`src/shared/hssc_map.svh`:
```
// Register offsets, field layouts, reset values and timing counts of the switch control
`ifndef HSSC_MAP_SVH
`define HSSC_MAP_SVH

// ****************************************************************
// Register offsets (word addresses on the plain register port)
// ****************************************************************
`define HSSC_ADDR_CTRL_A      4'h0
`define HSSC_ADDR_CTRL_B      4'h1
`define HSSC_ADDR_SUPPLY_CFG  4'h2
`define HSSC_ADDR_PWM1        4'h3
`define HSSC_ADDR_PWM2        4'h4
`define HSSC_ADDR_PWM_FREQ    4'h5
`define HSSC_ADDR_OC_STAT     4'h6
`define HSSC_ADDR_OL_STAT     4'h7
`define HSSC_ADDR_IRQ_STAT    4'h8
`define HSSC_ADDR_IRQ_MASK    4'h9
`define HSSC_ADDR_OUT_STATE   4'ha

// ****************************************************************
// Output configuration codes (3-bit field per channel)
// ****************************************************************
`define HSSC_CFG_OFF    3'h0
`define HSSC_CFG_ON     3'h1
`define HSSC_CFG_TMR1   3'h2
`define HSSC_CFG_TMR2   3'h3
`define HSSC_CFG_PWM1   3'h4
`define HSSC_CFG_PWM2   3'h5

// ****************************************************************
// Supply configuration bit positions and reset values
// ****************************************************************
`define HSSC_BIT_OV_SD_EN  0
`define HSSC_BIT_UV_SD_EN  1
`define HSSC_BIT_REC_EN    2
`define HSSC_BIT_OV_FLAG   4
`define HSSC_BIT_UV_FLAG   5
`define HSSC_SUPPLY_RST    8'h07
`define HSSC_PWM_RST       8'h00

// ****************************************************************
// Interrupt status bit positions
// ****************************************************************
`define HSSC_IRQ_OC   0
`define HSSC_IRQ_OL   1
`define HSSC_IRQ_OV   2
`define HSSC_IRQ_UV   3

// ****************************************************************
// Timing: clock rate, PWM periods, timer periods
// ****************************************************************
`define HSSC_CLK_HZ        10000000
`define HSSC_PWM_SLOW_HZ   200
`define HSSC_PWM_FAST_HZ   400
`define HSSC_PWM_STEPS     256
`define HSSC_PWM_SLOW_DIV  (`HSSC_CLK_HZ / (`HSSC_PWM_SLOW_HZ * `HSSC_PWM_STEPS))
`define HSSC_PWM_FAST_DIV  (`HSSC_CLK_HZ / (`HSSC_PWM_FAST_HZ * `HSSC_PWM_STEPS))
`define HSSC_TMR_PERIOD_MS 1000
`define HSSC_TMR_ON_MS     10
`define HSSC_TMR_PERIOD_CYC (`HSSC_CLK_HZ / 1000 * `HSSC_TMR_PERIOD_MS)
`define HSSC_TMR_ON_CYC    (`HSSC_CLK_HZ / 1000 * `HSSC_TMR_ON_MS)

`endif

```
`src/shared/hssc_pkg.sv`:
```
// Types shared by the high-side switch control
package hssc_pkg;

    typedef enum logic [4:0] {
        HSSC_MODE_INIT     = 5'h01,
        HSSC_MODE_NORMAL   = 5'h02,
        HSSC_MODE_LOWPWR   = 5'h04,
        HSSC_MODE_RESTART  = 5'h08,
        HSSC_MODE_FAILSAFE = 5'h10
    } hssc_mode_t;

    // Register port request bundle
    typedef struct packed {
        logic [3:0] addr;
        logic [7:0] wdata;
        logic       wr;
        logic       rd;
    } hssc_req_t;

    // Analog comparator results per channel plus the two supply flags (asynchronous to the clock)
    typedef struct packed {
        logic [3:0] overcurrent;
        logic [3:0] open_load;
        logic       supply_ov;
        logic       supply_uv;
    } hssc_sense_t;

endpackage

```
`src/logic/hssc_core.sv`:
```
// High-side switch control: channel selection, PWM, timers, protection and registers
`timescale 1ns/100ps
`include "hssc_map.svh"
// Notes on behaviour
// - Output follows direct bit, timer or PWM.
// - Configuration writes accepted only in Normal mode.
// - Stop/Sleep keep configuration, ignore changes.
// - Restart or Fail-Safe forces all outputs off.
// - OV/UV shutdown, each separately enabled.
// - Overcurrent on active output turns it off.
// - Open load evaluated only while output on.
// - Recovery setting decides return after OV/UV.
// - PWM and timers from internal time base.
// - Overcurrent clears field, sets latched flag.
// - Without recovery bit, outputs off, fields cleared.
// - Two 8-bit PWMs, 200 or 400 Hz.
// - Open load sets latched flag, output stays.
module hssc_core #(
    parameter int N_CH          = 4,
    parameter int TMR_PERIOD_CYC = `HSSC_TMR_PERIOD_CYC,
    parameter int TMR_ON_CYC     = `HSSC_TMR_ON_CYC
) (
    input  wire logic                i_mclk,
    input  wire logic                i_sys_rst,
    input  wire hssc_pkg::hssc_mode_t i_mode,
    input  wire hssc_pkg::hssc_req_t  i_req,
    input  wire hssc_pkg::hssc_sense_t i_sense,
    output logic [7:0]               o_rdata,
    output logic [N_CH-1:0]          o_switched_output_n,
    output logic                     o_irq
);
    import hssc_pkg::*;

    // Elaboration-time guards: the map packs four fields, timer 2 must end inside the period
    if (N_CH != 4) begin : g_bad_ch
        $error("hssc_core supports exactly four channels");
    end
    if (TMR_ON_CYC < 1 || TMR_ON_CYC > TMR_PERIOD_CYC / 2) begin : g_bad_tmr
        $error("bad timer counts");
    end

    // ****************************************************************
    // Input synchronisers for the analog comparators
    // ****************************************************************
    hssc_sense_t sense_meta;
    hssc_sense_t sense_sync;

    always_ff @(posedge i_mclk) begin
        sense_meta <= i_sense;
        sense_sync <= sense_meta;
    end

    // ****************************************************************
    // Mode decoding
    // ****************************************************************
    wire mode_normal = (i_mode == HSSC_MODE_NORMAL);
    wire mode_forced_off = (i_mode == HSSC_MODE_RESTART) || (i_mode == HSSC_MODE_FAILSAFE);
    // Config is frozen outside Normal; Stop/Sleep keep applying the last values
    wire cfg_wr = i_req.wr && mode_normal;

    wire wr_ctrl_a  = cfg_wr && (i_req.addr == `HSSC_ADDR_CTRL_A);
    wire wr_ctrl_b  = cfg_wr && (i_req.addr == `HSSC_ADDR_CTRL_B);
    wire wr_supply  = cfg_wr && (i_req.addr == `HSSC_ADDR_SUPPLY_CFG);
    wire wr_pwm1    = cfg_wr && (i_req.addr == `HSSC_ADDR_PWM1);
    wire wr_pwm2    = cfg_wr && (i_req.addr == `HSSC_ADDR_PWM2);
    wire wr_freq    = cfg_wr && (i_req.addr == `HSSC_ADDR_PWM_FREQ);
    // Flag clears and the interrupt mask write work in every mode; they are not configuration
    wire wr_oc_stat = i_req.wr && (i_req.addr == `HSSC_ADDR_OC_STAT);
    wire wr_ol_stat = i_req.wr && (i_req.addr == `HSSC_ADDR_OL_STAT);
    wire wr_irq_st  = i_req.wr && (i_req.addr == `HSSC_ADDR_IRQ_STAT);
    wire wr_irq_msk = i_req.wr && (i_req.addr == `HSSC_ADDR_IRQ_MASK);

    // ****************************************************************
    // Configuration registers
    // ****************************************************************
    logic [2:0] ch_cfg [N_CH];
    logic [7:0] supply_cfg;
    logic [7:0] pwm_duty [2];
    logic [1:0] pwm_fast;
    logic [3:0] oc_flag;
    logic [3:0] ol_flag;
    logic [3:0] irq_stat;
    logic [3:0] irq_mask;

    // ****************************************************************
    // Supply fault detection
    // ****************************************************************
    wire ov_shut = sense_sync.supply_ov && supply_cfg[`HSSC_BIT_OV_SD_EN];
    wire uv_shut = sense_sync.supply_uv && supply_cfg[`HSSC_BIT_UV_SD_EN];
    wire supply_shut = ov_shut || uv_shut;
    logic supply_shut_d;
    wire supply_shut_rise = supply_shut && !supply_shut_d;
    wire rec_en = supply_cfg[`HSSC_BIT_REC_EN];
    // Without recovery, fields are wiped at shutdown so nothing returns on release
    wire supply_clear = supply_shut_rise && !rec_en;

    // ****************************************************************
    // PWM generators: shared 8-bit phase per generator, prescaled tick
    // ****************************************************************
    logic [15:0] pwm_pre [2];
    logic [7:0]  pwm_phase [2];
    logic [1:0]  pwm_level;

    for (genvar g = 0; g < 2; g++) begin : g_pwm
        wire [15:0] div = pwm_fast[g] ? 16'(`HSSC_PWM_FAST_DIV - 1)
                                      : 16'(`HSSC_PWM_SLOW_DIV - 1);
        wire pre_wrap = (pwm_pre[g] >= div);
        assign pwm_level[g] = (pwm_phase[g] < pwm_duty[g]);

        always_ff @(posedge i_mclk) begin
            if (i_sys_rst) begin
                pwm_pre[g]   <= 16'h0000;
                pwm_phase[g] <= 8'h00;
            end else begin
                pwm_pre[g]   <= pre_wrap ? 16'h0000 : pwm_pre[g] + 16'h0001;
                pwm_phase[g] <= pre_wrap ? pwm_phase[g] + 8'h01 : pwm_phase[g];
            end
        end
    end

    // ****************************************************************
    // Internal timers: short on-pulse per period, timer 2 half a period later
    // ****************************************************************
    logic [31:0] tmr_cnt;
    wire [31:0] tmr_last = 32'(TMR_PERIOD_CYC - 1);
    wire [31:0] tmr_half = 32'(TMR_PERIOD_CYC / 2);
    wire tmr1_level = (tmr_cnt < 32'(TMR_ON_CYC));
    wire tmr2_level = (tmr_cnt >= tmr_half) && (tmr_cnt < tmr_half + 32'(TMR_ON_CYC));

    always_ff @(posedge i_mclk) begin
        if (i_sys_rst) begin
            tmr_cnt <= 32'h0000_0000;
        end else begin
            tmr_cnt <= (tmr_cnt >= tmr_last) ? 32'h0000_0000 : tmr_cnt + 32'h0000_0001;
        end
    end

    // ****************************************************************
    // Per-channel source selection and protection
    // ****************************************************************
    logic [N_CH-1:0] ch_src;
    logic [N_CH-1:0] ch_on;
    logic [N_CH-1:0] oc_event;
    logic [N_CH-1:0] ol_event;
    logic [2:0]      next_cfg [N_CH];

    for (genvar c = 0; c < N_CH; c++) begin : g_ch
        always_comb begin
            case (ch_cfg[c])
                `HSSC_CFG_ON:   ch_src[c] = 1'b1;
                `HSSC_CFG_TMR1: ch_src[c] = tmr1_level;
                `HSSC_CFG_TMR2: ch_src[c] = tmr2_level;
                `HSSC_CFG_PWM1: ch_src[c] = pwm_level[0];
                `HSSC_CFG_PWM2: ch_src[c] = pwm_level[1];
                default:        ch_src[c] = 1'b0;
            endcase
        end
        assign ch_on[c] = ch_src[c] && !mode_forced_off && !supply_shut;
        assign oc_event[c] = ch_on[c] && sense_sync.overcurrent[c];
        assign ol_event[c] = ch_on[c] && sense_sync.open_load[c];

        wire [2:0] wdata_field = (c < 2) ? i_req.wdata[(c%2)*4 +: 3] : i_req.wdata[(c%2)*4 +: 3];
        wire       wr_field = (c < 2) ? wr_ctrl_a : wr_ctrl_b;
        always_comb begin
            next_cfg[c] = ch_cfg[c];
            if (wr_field) begin
                next_cfg[c] = wdata_field;
            end
            // Hardware shutdown wins over a same-cycle write
            if (oc_event[c] || supply_clear) begin
                next_cfg[c] = `HSSC_CFG_OFF;
            end
        end
        always_ff @(posedge i_mclk) begin
            if (i_sys_rst) begin
                ch_cfg[c] <= `HSSC_CFG_OFF;
            end else begin
                ch_cfg[c] <= next_cfg[c];
            end
        end
    end

    // ****************************************************************
    // Flags and interrupt: set wins over write-one-to-clear
    // ****************************************************************
    wire [3:0] irq_evt = {uv_shut && !supply_shut_d, ov_shut && !supply_shut_d,
                          |ol_event, |oc_event};
    wire [3:0] next_oc  = (oc_flag & ~(wr_oc_stat ? i_req.wdata[3:0] : 4'h0)) | oc_event;
    wire [3:0] next_ol  = (ol_flag & ~(wr_ol_stat ? i_req.wdata[3:0] : 4'h0)) | ol_event;
    wire [3:0] next_irq = (irq_stat & ~(wr_irq_st ? i_req.wdata[3:0] : 4'h0)) | irq_evt;

    always_ff @(posedge i_mclk) begin
        if (i_sys_rst) begin
            supply_cfg    <= `HSSC_SUPPLY_RST;
            pwm_duty[0]   <= `HSSC_PWM_RST;
            pwm_duty[1]   <= `HSSC_PWM_RST;
            pwm_fast      <= 2'h0;
            oc_flag       <= 4'h0;
            ol_flag       <= 4'h0;
            irq_stat      <= 4'h0;
            irq_mask      <= 4'h0;
            supply_shut_d <= 1'b0;
        end else begin
            if (wr_supply) supply_cfg <= {5'h00, i_req.wdata[2:0]};
            if (wr_pwm1) pwm_duty[0] <= i_req.wdata;
            if (wr_pwm2) pwm_duty[1] <= i_req.wdata;
            if (wr_freq) pwm_fast <= i_req.wdata[1:0];
            if (wr_irq_msk) irq_mask <= i_req.wdata[3:0];
            oc_flag       <= next_oc;
            ol_flag       <= next_ol;
            irq_stat      <= next_irq;
            supply_shut_d <= supply_shut;
        end
    end

    // ****************************************************************
    // Read port and outputs
    // ****************************************************************
    logic [7:0] rd_mux;
    always_comb begin
        case (i_req.addr)
            `HSSC_ADDR_CTRL_A:     rd_mux = {1'b0, ch_cfg[1], 1'b0, ch_cfg[0]};
            `HSSC_ADDR_CTRL_B:     rd_mux = {1'b0, ch_cfg[3], 1'b0, ch_cfg[2]};
            `HSSC_ADDR_SUPPLY_CFG: rd_mux = {2'h0, sense_sync.supply_uv, sense_sync.supply_ov,
                                             1'b0, supply_cfg[2:0]};
            `HSSC_ADDR_PWM1:       rd_mux = pwm_duty[0];
            `HSSC_ADDR_PWM2:       rd_mux = pwm_duty[1];
            `HSSC_ADDR_PWM_FREQ:   rd_mux = {6'h00, pwm_fast};
            `HSSC_ADDR_OC_STAT:    rd_mux = {4'h0, oc_flag};
            `HSSC_ADDR_OL_STAT:    rd_mux = {4'h0, ol_flag};
            `HSSC_ADDR_IRQ_STAT:   rd_mux = {4'h0, irq_stat};
            `HSSC_ADDR_IRQ_MASK:   rd_mux = {4'h0, irq_mask};
            `HSSC_ADDR_OUT_STATE:  rd_mux = {4'h0, o_switched_output_n};
            default:               rd_mux = 8'h00;
        endcase
    end

    always_ff @(posedge i_mclk) begin
        if (i_sys_rst) begin
            o_rdata             <= 8'h00;
            o_switched_output_n <= '0;
            o_irq               <= 1'b0;
        end else begin
            o_rdata             <= i_req.rd ? rd_mux : 8'h00;
            o_switched_output_n <= ch_on;
            o_irq               <= |(next_irq & irq_mask);
        end
    end

endmodule // hssc_core

```
`config.mk`:
```
export PLATFORM = sky130hd
export DESIGN_NAME = hssc_core
export DESIGN_NICKNAME = d
export VERILOG_FILES = /design/src/shared/hssc_pkg.sv /design/src/logic/hssc_core.sv
export VERILOG_INCLUDE_DIRS = /design/src /design/src/shared
export SDC_FILE = /design/constraint.sdc
export NUM_CORES = 1
export LEC_CHECK = 0
export BUFFER_PORTS_ARGS = -buffer_cell sky130_fd_sc_hd__buf_2
export CORE_MARGIN = 2
export CORE_UTILIZATION = 60
export CTS_CLUSTER_SIZE = 14
export DETAILED_ROUTE_END_ITERATION = 12
export GPL_TIMING_DRIVEN = 1
export PLACE_DENSITY = 0.78
export RECOVER_POWER = 50
export SLEW_MARGIN = 0
export SYNTH_ARGS = -nofsm -noshare
export SYNTH_HDL_FRONTEND = slang
export SYNTH_SLANG_ARGS = --single-unit
```
`constraint.sdc`:
```
create_clock -name i_mclk -period 3 [get_ports i_mclk]
set_input_delay 0.3 -clock i_mclk [delete_from_list [all_inputs] [get_ports i_mclk]]
set_output_delay 0.3 -clock i_mclk [all_outputs]
set_load 0.005 [all_outputs]
```
==> After elaboration in Yosys (flattened, before gate mapping) <==
Memories as Yosys holds them, arrays and structs flattened.
Index checks and enable logic that the tools add are counted.
{ "totals": {"mem_count": 4, "ram_bits": 76, "ff_bits": 87, "out_inout_bits": 13} }
{ "op_classes": {"addsub": 5, "reduce_logical": 50, "bitwise": 21, "eq_ne": 33, "mux": 41, "order_cmp": 8} }
{ "mem_list": {"columns": ["memory", "words", "width", "read_ports", "rd_clocked_by_memory_dff", "wr", "line_no", "source"], "rows": [
  ["pwm_pre", 2, 16, 2, 0, 2, "hssc_core.sv:100", "logic [15:0] pwm_pre [2];"],
  ["pwm_duty", 2, 8, 2, 0, 2, "hssc_core.sv:78", "logic [7:0] pwm_duty [2];"],
  ["pwm_phase", 2, 8, 2, 0, 2, "hssc_core.sv:101", "logic [7:0] pwm_phase [2];"],
  ["ch_cfg", 4, 3, 4, 0, 4, "hssc_core.sv:76", "logic [2:0] ch_cfg [N_CH];"]
]} }
{ "op_table": {"columns": ["op", "count"], "rows": [
  ["$pmux 8 s11", 1],
  ["$mux 16", 4],
  ["$mux 8", 8],
  ["$mux 3", 12],
  ["$logic_and 1x1->1", 34],
  ["$add 16x1->16 const B", 2],
  ["$add 32x1->32 const B", 1],
  ["$ge 16x8->1", 2],
  ["$ge 32x23->1 const B", 1],
  ["$ge 32x24->1 const B", 1],
  ["$lt 32x17->1 const B", 1],
  ["$lt 32x23->1 const B", 1],
  ["$eq 3x2->1 const B", 8],
  ["$eq 3x3->1 const B", 8],
  ["$pmux 1 s5", 4],
  ["$add 8x1->8 const B", 2],
  ["$and 4x4->4", 4],
  ["$eq 4x3->1 const B", 4],
  ["$lt 8x8->1", 2],
  ["$eq 3x1->1 const B", 4],
  ["$eq 4x4->1 const B", 3],
  ["$mux 4", 3],
  ["$not 4->4", 3],
  ["$or 4x4->4", 3],
  ["other kinds (13)", 42]
]} }

==> Longest topological paths before layout <==
{ "depth": {"word_depth": 10, "ltp_mapped": 11} }

==> Worst setup path before layout <==
Ideal clock, no wire load.
{ "synth_timing": {"kind": "reg-to-reg", "start": "register tmr_cnt[0]", "end": "register tmr_cnt[23]", "required_time_ns": 2.937, "setup_slack_ns": 0.567, "period_less_slack_ns": 2.433, "arrival_ns": 2.371, "path_buffers": 1, "path_stages_with_launch": 11, "cell_sequence": "dfxtp_1 > ha_1 > nand2_1 > o31ai_1 > a31o_1 > a211o_1 > a2111o_1 > a311oi_1 > o2111ai_2 > buf_6 > nor2_2"} }
{ "synth_via": {"elab_chain_len": 2, "word_cells_on_any_way": 3} }
{ "synth_lines": {"columns": ["element", "line_no", "source"], "rows": [
  ["start, declared", "hssc_core.sv:124", "logic [31:0] tmr_cnt;"],
  ["start signal, assigned", "hssc_core.sv:134", "tmr_cnt <= (tmr_cnt >= tmr_last) ? 32'h0000_0000 : tmr_cnt + 32'h0000_0001;"],
  ["$ge 32x24->1", "hssc_core.sv:134", null],
  ["$reduce_or 2->1 (no source line)", null, null]
]} }
Parallel ways exist; a longest one is shown, timed or not.
A chain may end at the register's enable or synchronous reset.

==> metrics <==
post-route ant nets=0; EDFF count, synth=16; HP Start=i_req[7]; Synth Warn #=0; critical path launch point=pwm_duty[0][1]; routing usage on met1=35.51%; VDD IR max=0.5063 mV; Clock Skews=0.01039 ns; PwrDens=566.1 mW/mm^2; asr flop ratio synth=0%; CP Cell Sequence=inv_1 > ha_1 > a2111o_1 > a211oi_4 > nand3b_1 > a211oi_2 > and3_2 > nor4b_1 > o32ai_1; final hold vios=0; antenna violations before repair=0; slowest library cell on the worst path=edfxtp_1; vias in the first global route=5521; worst reg2reg endpoint=o_irq; syn_area_per_cell=9.333 sq um; drt via density=5.886; HP Class=input port to flop; R2R depth=9; Overflow after GRT=0; TritonCTS clock tree=done; clock-pin slew on the worst setup and hold paths=0.07 ns; Tmin final=2.811 ns; Slew @ Worst Pin=1.111 ns; Post-Place Cells=945; FMAX=355.7 MHz; synth unique cells=71; fin worst setup slack=0.1889 ns; Final Power=0.004600 W; Seq/Total Area, Yosys=48.65%; critical path required time=3.34 ns; Syn Std Cell Area=0.007037 sq mm; worst r2r src=pwm_duty[0][1]; WL per Instance=17.04 microns; HPWL Detailed=12.37 mm; height of the die=112.3 microns; Setup Fix Bufs, Post-CTS=0; drt first pass iters=6; FP Rows=39; Seq cells post-synth=163; clock sinks=163; worst setup path class=flop to flop; die width=112.3 microns; CTS root buffer=clkbuf_16; reg2reg setup slack=0.19 ns; fin nets=887; max-slew violation count=0; maximum clock path buffer count=2; Seq. cell area=0.003423 sq mm; TritonCTS Buffers=17; Worst setup SP type=flop; htree depth=4; Cells after Synth=754; # fillers=881; met2 Usage GRT=44.42%; layout cell share with drive strength beyond 1=12.56%; DP Worst Slack=0.09666 ns; setup tns final=0 ns; DIE AREA=0.01261 sq mm; fin area=0.008127 sq mm; Routability Congestion=0.9338; initial core utilization=61.63%; P&R area growth vs syn=15.49%; first-pass GRT wire length=27.54 mm; pin count of the biggest net entering global routing=40; unrepaired setup endpoints after global routing=no; met3 GRT Util=7.775%; final WL=16.82 mm; most frequent cells in the layout=dfxtp_1, nor2_1, nand2_1, a21oi_1, nand3_1; I/O pin cnt=44; Slew HR=25.31%; CP endpoint kind=flop; commonest non-fill, non-tap cell in the layout=dfxtp_1; Clock Latency Late Sink=0.43 ns; Post-Layout Cell Count=987; max incr delay on CP=0.43 ns; Post-synth top flop=dfxtp_1; area occupied by multi-input gates=0.003427 sq mm; core area=0.01142 sq mm; hold depth=3; final setup vio count=0; IO buf count=43; Hold EP=ch_cfg[3][1]; gr usage total=27.95%; number of max-cap violations=0; WP data arrival=3.15 ns; Final Cycle Share=93.70%; vias=5809; Antenna Cells=0; area post-placement=0.007468 sq mm; Leak=3.088 nW; DR iter-0 viols=516; gr busiest metal=met2; maximum fanout along the worst path=6; status=finished clean; drt drc=0
==> worst max path at each step <==
| stage | depth (start not counted) | slack (ns) | to |
|---|---|---|---|
| after global placement | 9 | 0.24 | o_irq |
| after global routing | 9 | 0.01 | o_irq |
| final | 9 | 0.19 | o_irq |
| after CTS | 9 | 0.06 | o_irq |
| after detailed placement | 9 | 0.1 | o_irq |
| after floorplan | 10 | 0.57 | tmr_cnt[23] |
==> Yosys cell counts, drive strengths merged, types with 3 or more instances <==
master / count / area (sq um)
a2111oi: 4 / 61.31
a221oi: 3 / 26.28
o211ai: 4 / 30.03
nand2: 64 / 240.2
nand2b: 6 / 37.54
nand3b: 4 / 30.03
nor2: 105 / 451.7
a21o: 4 / 30.03
o2111ai: 4 / 41.29
clkbuf: 19 / 71.32
a211oi: 5 / 52.55
edfxtp: 16 / 480.5
a31oi: 9 / 56.30
xor2: 27 / 236.5
nor3: 20 / 100.1
o21ai: 26 / 130.1
nor4: 9 / 77.57
a21oi: 37 / 188.9
nand3: 36 / 180.2
nand4: 15 / 93.84
nor3b: 9 / 67.56
dfxtp: 147 / 2943
and3: 12 / 75.07
or3: 4 / 25.02
nor4b: 4 / 35.03
and2: 16 / 100.1
a22oi: 8 / 60.06
inv: 34 / 127.6
xnor2: 19 / 166.4
ha: 25 / 312.8
a32oi: 4 / 35.03
buf: 11 / 75.07
mux2i: 12 / 120.1
==> logic make-up (layout without fill, tap and decap cells) <==
family                   Yosys count  count (layout)  share of synthesized area [%]
AND/OR/NAND/NOR                  310             310                          22.14
flip-flops                       163             163                          48.65
AO/OA/AOI/OAI                    132             132                          13.23
buffers and inverters             64             133                          3.894
XOR/XNOR                          46              46                          5.726
adder cells (fa/ha/maj)           25              25                          4.445
multiplexers                      13              13                          1.867
other                              1              22                        0.05329
==> power breakdown <==
part | internal [W] | switching, W | leakage (nW) | total [W]
Sequential | 0.00225 | 0.0000334 | 1.35 | 0.00229
Clock | 0.00122 | 0.000887 | 0.290 | 0.00211
Combinational | 0.0000760 | 0.000128 | 1.44 | 0.000204
Total | 0.00355 | 0.00105 | 3.09 | 0.00460
==> metal layers <==
| metal | up-vias | share of wire [%] |
|---|---|---|
| li1 | 2794 | - |
| met1 | 2744 | 42 |
| met2 | 220 | 48 |
| met3 | 51 | 6.8 |
| met4 | 0 | 3.4 |
| met5 | - | 0 |
==> state kept, by name, indices dropped and copies added, names as in the netlist, 8 cells and up <==
name / count
pwm_pre: 32
pwm_duty: 16
sense_sync: 10
sense_meta: 10
tmr_cnt: 32
pwm_phase: 16
ch_cfg: 12
o_rdata: 8
==> layout make-up <==
cell class | count | area share [%]
multi-input cells | 548 | 42.17
flip-flops and latches | 163 | 42.12
clock buffers | 19 | 5.712
repair buffers | 67 | 4.742
well taps | 143 | 2.202
inverters | 34 | 1.570
clock inverters | 13 | 1.478
==> per-stage QoR <==
step / utilization (%) / hold WS (ns)
floorplan: - / 0.3096
global placement: 65.41 / 0.3106
detailed placement: 65.41 / 0.3128
CTS: 71.40 / 0.1606
global route: 71.17 / 0.1681
finish: 71.17 / 0.1761
==> critical path: cells and delay by family, from the launching register on <==
kind	cells	cell delay, ns
fa+ha+maj	1	0.23
simple gates	3	0.57
flops	1	0.43
compound gates	4	1.38
buf+inv	1	0.10
==> timing repair <==
action                                  4_1_cts  5_1_grt
endpoints found under the setup margin        0        1
gates resized for setup                       0        2
endpoints found under the hold margin        10        0
hold buffers                                 10        0
Power figures use the tool's default switching activity.
